===== src/smbus_temp_defines.svh =====
// command codes, field positions, reset values and timing counts of the readout block
`ifndef SMBUS_TEMP_DEFINES_SVH
`define SMBUS_TEMP_DEFINES_SVH

// value is arbitrary, pick per board
`define SLAVE_ADDR        7'h2a

`define CMD_LOCAL_MAIN    8'h00
`define CMD_REMOTE_MAIN   8'h01
`define CMD_STATUS        8'h02
`define CMD_CONFIG_RD     8'h03
`define CMD_RATE_RD       8'h04
`define CMD_CONFIG_WR     8'h09
`define CMD_RATE_WR       8'h0a
`define CMD_ONE_SHOT      8'h0f
`define CMD_REMOTE_FRAC   8'h10
`define CMD_LOCAL_FRAC    8'h11

`define CFG_HALT_BIT      6
`define STATUS_BUSY_BIT   7
`define CONFIG_RESET      8'h20
`define RATE_RESET        8'h08
`define RATE_MAX          8'h08
`define RATE_EXT_MAX      8'h06
`define TEMP_RESET        8'h00
`define FRAC_PAD          5'h00

`define CLK_FREQ_HZ       50000000
`define CONV_TIME_US      120000
`define CONV_CYCLES       ((`CONV_TIME_US) * (`CLK_FREQ_HZ / 1000000))
`define SLOW_PERIOD_MS    16000
`define SLOW_PERIOD_CYCLES ((`SLOW_PERIOD_MS) * (`CLK_FREQ_HZ / 1000))

`endif


===== src/smbus_temp_pkg.sv =====
// types shared by the readout block modules
package smbus_temp_pkg;

  typedef enum logic [6:0] {
    SL_IDLE     = 7'h01,
    SL_ADDR     = 7'h02,
    SL_ACK_ADDR = 7'h04,
    SL_RX       = 7'h08,
    SL_ACK_RX   = 7'h10,
    SL_TX       = 7'h20,
    SL_ACK_TX   = 7'h40
  } slave_state_t;

  typedef struct packed {
    logic         scl_s1, scl_s2, scl_d, sda_s1, sda_s2, sda_d;
    slave_state_t st;
    logic [3:0]   bitcnt;
    logic [7:0]   shreg;
    logic         oe, rw, first, rx_valid, rx_first, tx_load;
  } slave_regs_t;

  typedef struct packed {
    logic        busy, done;
    logic [31:0] cnt, per;
  } conv_regs_t;

  typedef struct packed {
    logic       standby_pin_n_s1, standby_pin_n_s2, standby_pin_n_d;
    logic [7:0] cmd_ptr, cfg, rate;
    logic [7:0] local_main, remote_main, local_frac, remote_frac;
    logic       sda_o;
  } top_regs_t;

endpackage : smbus_temp_pkg


===== src/smbus_link_if.sv =====
// byte-level link between the bit engine and the register file
`timescale 1ns/100ps
interface smbus_link_if;
  logic       rx_valid;
  logic       rx_first;
  logic [7:0] rx_data;
  logic [7:0] tx_data;
  logic       tx_load;

  modport slave (output rx_valid, rx_first, rx_data, tx_load, input tx_data);
  modport regs  (input rx_valid, rx_first, rx_data, tx_load, output tx_data);
endinterface : smbus_link_if


===== src/smbus_temp_readout_standby.sv =====
// top of the temperature readout: register file, standby control, result capture
//
// Behaviour
// - standby halts autoconversion
// - low standby pin enters hardware standby
// - config bit 6 set enters software standby
// - standby keeps registers and bus alive
// - one-shot in software standby runs one sequence
// - one-shot ignored in hardware standby
// - standby pin overrides every conversion request
// - standby mid-conversion aborts, results kept
// - byte-wide registers behind one slave address
// - write, read, send, receive byte supported
// - receive byte returns last pointed register
// - main temperatures at 00h and 01h
// - two's complement, 1 degree LSB, msb first
// - fractions at 10h, 11h when slow
// - main and fraction update together
// - busy flag high while converting
// - rate resets to 16Hz, fractions invalid
// - halt bit clear runs autoconversion
// - fraction in top three bits
`timescale 1ns/100ps
`include "smbus_temp_defines.svh"
module smbus_temp_readout_standby #(
  parameter int CONV_CYCLES = `CONV_CYCLES,
  parameter int SLOW_PERIOD = `SLOW_PERIOD_CYCLES
) (
  input  wire logic        clk,
  input  wire logic        rst,
  input  wire logic        scl_in,
  input  wire logic        sda_in,
  output logic             sda_out,
  output logic             sda_oe,
  input  wire logic        standby_pin_n,
  input  wire logic [10:0] local_temp_in,
  input  wire logic [10:0] remote_temp_in,
  output logic             busy
);
  import smbus_temp_pkg::*;

  top_regs_t    r, next_r;
  smbus_link_if link ();
  logic         conv_done;
  logic         hw_standby_pin_n;
  logic         cfg_halt;
  logic         hw_standby_pin_n_enter;
  logic         halt_set;
  logic         abort;
  logic         oneshot_req;
  logic         oneshot_go;
  logic         run_en;
  logic         ext_ok;
  logic [3:0]   rate_code;

  // ----------------------------------------------------------------
  // bus engine
  // ----------------------------------------------------------------
  // the bit engine is never gated by standby, so commands keep working
  smbus_bit_slave u_slave (
    .clk    (clk),
    .rst    (rst),
    .scl_in (scl_in),
    .sda_in (sda_in),
    .sda_oe (sda_oe),
    .link   (link)
  );

  // ----------------------------------------------------------------
  // conversion timebase
  // ----------------------------------------------------------------
  conv_sequencer #(
    .CONV_CYCLES (CONV_CYCLES),
    .SLOW_PERIOD (SLOW_PERIOD)
  ) u_conv (
    .clk       (clk),
    .rst       (rst),
    .run_en    (run_en),
    .oneshot   (oneshot_go),
    .abort     (abort),
    .rate_code (rate_code),
    .busy      (busy),
    .done      (conv_done)
  );

  // ----------------------------------------------------------------
  // register read mux
  // ----------------------------------------------------------------
  function automatic logic [7:0] reg_read(input top_regs_t s, input logic busy_now);
    logic [7:0] v;
    v = 8'h00;
    case (s.cmd_ptr)
      `CMD_LOCAL_MAIN:  v = s.local_main;
      `CMD_REMOTE_MAIN: v = s.remote_main;
      `CMD_STATUS:      v[`STATUS_BUSY_BIT] = busy_now;
      `CMD_CONFIG_RD:   v = s.cfg;
      `CMD_RATE_RD:     v = s.rate;
      `CMD_REMOTE_FRAC: v = s.remote_frac;
      `CMD_LOCAL_FRAC:  v = s.local_frac;
      default:          v = 8'h00;
    endcase
    return v;
  endfunction : reg_read

  // pointer persists across frames, so a bare receive byte reuses it
  assign link.tx_data = reg_read(r, busy);

  // ----------------------------------------------------------------
  // standby and conversion control
  // ----------------------------------------------------------------
  always_comb begin
    hw_standby_pin_n       = ~r.standby_pin_n_s2;
    cfg_halt      = r.cfg[`CFG_HALT_BIT];
    hw_standby_pin_n_enter = r.standby_pin_n_d & ~r.standby_pin_n_s2;
    halt_set      = link.rx_valid && !link.rx_first && r.cmd_ptr == `CMD_CONFIG_WR
                    && link.rx_data[`CFG_HALT_BIT] && !cfg_halt;
    abort         = hw_standby_pin_n_enter | halt_set;
    oneshot_req   = link.rx_valid && link.rx_first && link.rx_data == `CMD_ONE_SHOT;
    oneshot_go    = oneshot_req && !hw_standby_pin_n;
    run_en        = !cfg_halt && !hw_standby_pin_n;
    rate_code     = (r.rate > `RATE_MAX) ? 4'(`RATE_MAX) : r.rate[3:0];
    ext_ok        = r.rate <= `RATE_EXT_MAX;
  end

  // ----------------------------------------------------------------
  // state update
  // ----------------------------------------------------------------
  always_comb begin
    next_r         = r;
    next_r.standby_pin_n_s1 = standby_pin_n;
    next_r.standby_pin_n_s2 = r.standby_pin_n_s1;
    next_r.standby_pin_n_d  = r.standby_pin_n_s2;
    if (link.rx_valid) begin
      if (link.rx_first) begin
        next_r.cmd_ptr = link.rx_data;
      end else begin
        case (r.cmd_ptr)
          `CMD_CONFIG_WR: next_r.cfg  = link.rx_data;
          `CMD_RATE_WR:   next_r.rate = link.rx_data;
          default:        next_r.cfg  = r.cfg;
        endcase
      end
    end
    if (conv_done) begin
      // main and fraction of both channels change in the same cycle
      next_r.local_main  = local_temp_in[10:3];
      next_r.remote_main = remote_temp_in[10:3];
      // fast rates leave no time for the fine bits, report zero
      next_r.local_frac  = ext_ok ? {local_temp_in[2:0], `FRAC_PAD} : `TEMP_RESET;
      next_r.remote_frac = ext_ok ? {remote_temp_in[2:0], `FRAC_PAD} : `TEMP_RESET;
    end
  end

  always_ff @(posedge clk or posedge rst) begin
    if (rst) begin
      r             <= '0;
      r.standby_pin_n_s1     <= 1'b1;
      r.standby_pin_n_s2     <= 1'b1;
      r.standby_pin_n_d      <= 1'b1;
      r.cfg         <= `CONFIG_RESET;
      r.rate        <= `RATE_RESET;
      r.local_main  <= `TEMP_RESET;
      r.remote_main <= `TEMP_RESET;
      r.local_frac  <= `TEMP_RESET;
      r.remote_frac <= `TEMP_RESET;
    end else begin
      r <= next_r;
    end
  end

  // open-drain data pin only ever pulls low
  assign sda_out = r.sda_o;
endmodule : smbus_temp_readout_standby


===== src/smbus_bit_slave.sv =====
// two-wire bit engine: start/stop, address match, byte shift, acknowledge
`timescale 1ns/100ps
`include "smbus_temp_defines.svh"
module smbus_bit_slave (
  input  wire logic      clk,
  input  wire logic      rst,
  input  wire logic      scl_in,
  input  wire logic      sda_in,
  output logic           sda_oe,
  smbus_link_if.slave    link
);
  import smbus_temp_pkg::*;

  slave_regs_t r, next_r;
  logic        scl_rise, scl_fall, start_seen, stop_seen;

  always_comb begin
    scl_rise   = r.scl_s2 & ~r.scl_d;
    scl_fall   = ~r.scl_s2 & r.scl_d;
    start_seen = r.scl_s2 & r.scl_d & r.sda_d & ~r.sda_s2;
    stop_seen  = r.scl_s2 & r.scl_d & ~r.sda_d & r.sda_s2;
    next_r          = r;
    next_r.scl_s1   = scl_in;
    next_r.scl_s2   = r.scl_s1;
    next_r.scl_d    = r.scl_s2;
    next_r.sda_s1   = sda_in;
    next_r.sda_s2   = r.sda_s1;
    next_r.sda_d    = r.sda_s2;
    next_r.rx_valid = 1'b0;
    next_r.tx_load  = 1'b0;
    if (start_seen) begin
      next_r.st     = SL_ADDR;
      next_r.bitcnt = 4'h0;
      next_r.oe     = 1'b0;
      next_r.first  = 1'b1;
    end else if (stop_seen) begin
      next_r.st = SL_IDLE;
      next_r.oe = 1'b0;
    end else begin
      case (r.st)
        SL_ADDR, SL_RX: begin
          if (scl_rise && r.bitcnt != 4'h8) begin
            next_r.shreg  = {r.shreg[6:0], r.sda_s2};
            next_r.bitcnt = 4'(r.bitcnt + 4'h1);
          end
          if (scl_fall && r.bitcnt == 4'h8) begin
            if (r.st == SL_RX) begin
              next_r.oe       = 1'b1;
              next_r.st       = SL_ACK_RX;
              next_r.rx_valid = 1'b1;
              next_r.rx_first = r.first;
              next_r.first    = 1'b0;
            end else if (r.shreg[7:1] == `SLAVE_ADDR) begin
              next_r.oe = 1'b1;
              next_r.rw = r.shreg[0];
              next_r.st = SL_ACK_ADDR;
            end else begin
              next_r.st = SL_IDLE;
            end
          end
        end
        SL_ACK_ADDR: begin
          if (scl_fall) begin
            next_r.bitcnt = 4'h0;
            if (r.rw) begin
              next_r.shreg   = link.tx_data;
              next_r.oe      = ~link.tx_data[7];
              next_r.tx_load = 1'b1;
              next_r.st      = SL_TX;
            end else begin
              next_r.oe = 1'b0;
              next_r.st = SL_RX;
            end
          end
        end
        SL_ACK_RX: begin
          if (scl_fall) begin
            next_r.oe     = 1'b0;
            next_r.bitcnt = 4'h0;
            next_r.st     = SL_RX;
          end
        end
        SL_TX: begin
          if (scl_rise) next_r.bitcnt = 4'(r.bitcnt + 4'h1);
          if (scl_fall) begin
            if (r.bitcnt == 4'h8) begin
              next_r.oe = 1'b0;
              next_r.st = SL_ACK_TX;
            end else begin
              next_r.shreg = {r.shreg[6:0], 1'b0};
              next_r.oe    = ~r.shreg[6];
            end
          end
        end
        SL_ACK_TX: begin
          // master ack reloads the pointed register for another byte
          if (scl_rise) next_r.st = r.sda_s2 ? SL_IDLE : SL_ACK_ADDR;
        end
        default: next_r.st = SL_IDLE;
      endcase
    end
  end

  always_ff @(posedge clk or posedge rst) begin
    if (rst) begin
      r        <= '0;
      r.scl_s1 <= 1'b1;
      r.scl_s2 <= 1'b1;
      r.scl_d  <= 1'b1;
      r.sda_s1 <= 1'b1;
      r.sda_s2 <= 1'b1;
      r.sda_d  <= 1'b1;
      r.st     <= SL_IDLE;
    end else begin
      r <= next_r;
    end
  end

  assign sda_oe        = r.oe;
  assign link.rx_valid = r.rx_valid;
  assign link.rx_first = r.rx_first;
  assign link.rx_data  = r.shreg;
  assign link.tx_load  = r.tx_load;
endmodule : smbus_bit_slave


===== src/conv_sequencer.sv =====
// conversion timebase: rate divider, busy window, abort
`timescale 1ns/100ps
module conv_sequencer #(
  parameter int CONV_CYCLES   = 6000000,
  parameter int SLOW_PERIOD   = 800000000
) (
  input  wire logic       clk,
  input  wire logic       rst,
  input  wire logic       run_en,
  input  wire logic       oneshot,
  input  wire logic       abort,
  input  wire logic [3:0] rate_code,
  output logic            busy,
  output logic            done
);
  import smbus_temp_pkg::*;

  conv_regs_t  r, next_r;
  logic [31:0] period_len;
  logic        tick;

  always_comb begin
    period_len = 32'(SLOW_PERIOD) >> rate_code;
    tick       = run_en && (r.per == 32'h0);
    next_r      = r;
    next_r.done = 1'b0;
    if (!run_en || r.per >= period_len - 32'h1) next_r.per = 32'h0;
    else next_r.per = r.per + 32'h1;
    if (abort) begin
      // aborted sequence never raises done, so results stay untouched
      next_r.busy = 1'b0;
      next_r.cnt  = 32'h0;
    end else if (r.busy) begin
      if (r.cnt >= 32'(CONV_CYCLES) - 32'h1) begin
        next_r.busy = 1'b0;
        next_r.done = 1'b1;
      end else begin
        next_r.cnt = r.cnt + 32'h1;
      end
    end else if (tick || oneshot) begin
      next_r.busy = 1'b1;
      next_r.cnt  = 32'h0;
    end
  end

  always_ff @(posedge clk or posedge rst) begin
    if (rst) r <= '0;
    else r <= next_r;
  end

  assign busy = r.busy;
  assign done = r.done;
endmodule : conv_sequencer


===== config.mk =====
export PLATFORM = sky130hd
export DESIGN_NAME = smbus_temp_readout_standby
export DESIGN_NICKNAME = d
export VERILOG_FILES = /design/src/smbus_temp_pkg.sv /design/src/smbus_link_if.sv /design/src/smbus_temp_readout_standby.sv /design/src/smbus_bit_slave.sv /design/src/conv_sequencer.sv
export VERILOG_INCLUDE_DIRS = /design/src /design/src/src
export SDC_FILE = /design/constraint.sdc
export NUM_CORES = 1
export LEC_CHECK = 0
export ABC_AREA = 1
export BUFFER_PORTS_ARGS = -buffer_cell sky130_fd_sc_hd__clkbuf_2
export CORE_MARGIN = 2
export CORE_UTILIZATION = 50
export CTS_CLUSTER_DIAMETER = 80
export DETAILED_ROUTE_END_ITERATION = 16
export PLACE_DENSITY = 0.71
export SLEW_MARGIN = 20
export SYNTH_ARGS = -nofsm -noshare
export SYNTH_HDL_FRONTEND = slang
export SYNTH_SLANG_ARGS = --single-unit

===== constraint.sdc =====
create_clock -name clk -period 4.2 [get_ports clk]
set_input_delay 0 -clock clk [delete_from_list [all_inputs] [get_ports clk]]
set_output_delay 0 -clock clk [all_outputs]
set_load 0.01 [all_outputs]

==> reports/qor.txt <==
Status = finished, final reports clean
Area growth, synth to finish = 13.9%
Number of H-tree levels = 4
Seq/Total Area, Yosys = 0.402
Worst Tran Pin Value = 0.936 ns
Total power = 3.42 mW
Reg2reg end = u_conv.r[6]$_DFF_PP0_
WL/cell = 14.2 um
DIE WIDTH = 139 um
Synth Cell Area = 9060 um^2
Metal-1 WL = 10100 um
Initial antenna violation count = 0
Die Y = 139 um
Core Util, Final = 0.578
Worst min path class = in2reg
LEAKAGE = 5.17 nW
Syn Area/Cell = 7.19 um^2
DP Wirelength = 15800 um
Number of synthesis warnings = 0
CTS resizes = 0
Count of cells along the worst register-to-register path = 19
Placer Congestion = 0.921
Worst hold stages = 2
Combinational Power Share = 0.073
Syn Inst Count = 1260
I/O pins = 30
Ys flop type = dfrtp_1
Row count = 49
Hold Vio Cnt, Final = 0
Worst skew pair latency = 0.42 ns
Clock transition at the registers of the reported paths = 0.06 ns
Pin count of the biggest net entering global routing = 107
Worst flop-to-flop path startpoint = r[40]$_DFFE_PP0P_
Antenna-violating nets left = 0
Post-synth EDFFs = 0
# diodes = 0
Cell Int Power = 2.60 mW
Reg2reg setup slack = 0.84 ns
Crit path max fanout = 32
CTS tree = done
First-pass GRT wire length = 37400 um
Core ar. = 17800 um^2
Vias in the first global route = 7775
Maximum clock frequency = 0.298 GHz
Initial Util = 0.508
Met2 wire length = 10300 um
Worst path arrival time = 3.65 ns
Net Switching = 815 uW
Commonest cells post-synth = 333 x nand2_1, 168 x nor2_1, 157 x inv_1
Critical Path Source Type = flop
Setup crit end kind = flop
Unique cell type count in the Yosys netlist = 43
RSZ-0062 raised after global routing = no
CTS root buf = clkbuf_16
Period Utilization, post-route = 0.800
Final wirelength = 22100 um
Final setup vio count = 0
Design Area, Final = 10300 um^2
Fin Setup TNS = 0 ns
Max Root-Sink Buffers = 2
Worst setup path start = r[40]$_DFFE_PP0P_
Async SR Flop Fraction = 1.00
DR iter-0 viols = 787
Placed Area = 9410 um^2
Top sig layer = met4
TritonCTS Buffers = 17
Slew Limit Fails = 0
Crit path time final = 3.36 ns
Post-Place Cells = 1500
Share of layout cells above drive strength 1 = 0.0926
DRC errors left = 0
Yosys reg bits = 145
Die Area = 19200 um^2
Routed wl met3 = 1190 um
Top cells by area, synth = dfrtp_1 37%, nand2_1 14%, nor2_1 7.0%
# clock sinks = 145
Yosys top cell area share = 0.367
Most common cell in the netlist = nand2_1
MaxCap Viol Count = 0
Power per cell area = 331 nW/um^2
Max Clock Skew = 0.00889 ns
Final Non-Filler Cells = 1558
Seq pwr share = 0.436
I/O Buffers = 28
Overall routing resource usage = 0.238
Clock Power Share = 0.491
Largest area contributor in the netlist = dfrtp_1
Crit Path Class = reg2reg
Via count = 8198
Overflow after GRT = 0
Switching portion of total power = 0.239
Slew HR = 0.376
Layout net count = 1381
Max IR drop VDD = 0.358 mV
Critical path required time = 4.49 ns
Setup bufs post-CTS = 0
Vias per cell = 5.26
TritonRoute pass-1 iters = 6
Min-delay src = standby_pin_n
Hold Path End = next_r[58]$_DFF_PP1_
## worst max-delay path by stage
stage	endpoint	slack (ns)
2_1_floorplan	cfg_halt$_DFFE_PP0P_	0.33
3_3_place_gp	u_conv.r[21]$_DFF_PP0_	1.02
3_5_place_dp	u_conv.r[6]$_DFF_PP0_	0.89
4_1_cts	u_conv.r[6]$_DFF_PP0_	0.85
5_1_grt	u_conv.r[6]$_DFF_PP0_	0.45
6_report	u_conv.r[6]$_DFF_PP0_	0.84
## per-layer routing
metal / vias to the layer above / track usage
met4: 0 / 0.0789
met3: 39 / 0.0452
met5: - / 0
met2: 263 / 0.385
met1: 3786 / 0.326
li1: 4110 / -
## power groups by stage
stage,combinational [mW],sequential (mW),clock (mW)
floorplan,0.174,1.50,0
global placement,0.223,1.51,0
detailed placement,0.231,1.51,0
CTS,0.251,1.49,1.71
global route,0.284,1.49,1.78
finish,0.250,1.49,1.68
## layout make-up
| class | count | area, um^2 |
|---|---|---|
| clock buffers | 19 | 443 |
| clock inverters | 13 | 209 |
| fillers | 1623 | 7520 |
| inverters | 177 | 669 |
| multi-input cells | 917 | 4640 |
| flip-flops and latches | 145 | 3640 |
| well taps | 229 | 287 |
| repair buffers | 58 | 430 |
## kinds of logic after synthesis
kind of cell / after synthesis / share of synthesized area
AOI/OAI and AO/OA: 115 / 0.0674
xor gates and xnor gates: 54 / 0.0522
adders and majority gates: 38 / 0.0525
buffers and inverters: 202 / 0.0877
DFF: 145 / 0.402
muxes: 4 / 0.00497
other: 2 / 0.000829
and+or+nand+nor: 700 / 0.332
## layout by cell type (no fill, tap or decap), types with 2 or more instances in the layout
master,instances
nand2_1,333
nor2_1,168
inv_1,156
dfrtp_1,133
nand3_1,94
o21ai_0,64
xor2_1,44
nor3_1,39
ha_1,38
nand4_1,34
clkbuf_2,28
a21oi_1,27
dlygate4sd3_1,26
inv_2,19
clkbuf_16,17
dfstp_2,12
o21ai_1,10
xnor2_1,10
nor2_2,7
conb_1,6
o22ai_1,5
nand2_2,5
nor3_2,5
bufinv_16,5
mux2_2,4
nor4_1,4
buf_4,4
nor2_4,3
o21a_1,3
inv_6,3
clkinvlp_4,3
and3_1,2
clkinv_2,2
## worst max-delay path, cell delays in order (launching register included)
cell	delay [ns]
dfrtp_1	0.40
inv_2	0.06
nand2_1	0.08
nor2_1	0.09
nand2_1	0.06
nor2_2	0.39
nand2_1	0.22
nand2_1	0.15
inv_2	0.05
nor3_1	0.24
nand2_1	0.09
ha_1	0.30
nand2_1	0.06
nor2_1	0.13
nand4_1	0.12
nor2_1	0.16
nand4_1	0.09
nand4_1	0.10
buf_4	0.32
nor2_1	0.09
## what timing repair did
item,4_1_cts,5_1_grt
endpoints found under the setup margin,0,0
endpoints found under the hold margin,120,0
hold buffers,26,0
## through the flow
| step | worst slack (ns) | hold WS (ns) |
|---|---|---|
| floorplan | 0.325 | 0.00448 |
| global placement | 1.02 | 0.0875 |
| detailed placement | 0.886 | 0.0888 |
| CTS | 0.852 | 0.193 |
| global route | 0.447 | 0.202 |
| finish | 0.839 | 0.206 |
## state kept, by name, indices dropped and copies added, names as in the netlist
name / cells
u_conv.r: 64
r: 46
u_slave.r: 15
u_slave.link.rx_data: 8
u_slave.next_r: 4
next_r: 2
cfg_halt: 1
u_conv.busy: 1
u_conv.done: 1
u_slave.link.rx_first: 1
u_slave.link.rx_valid: 1
u_slave.sda_oe: 1
No activity file was read; power rests on OpenSTA's default activity.
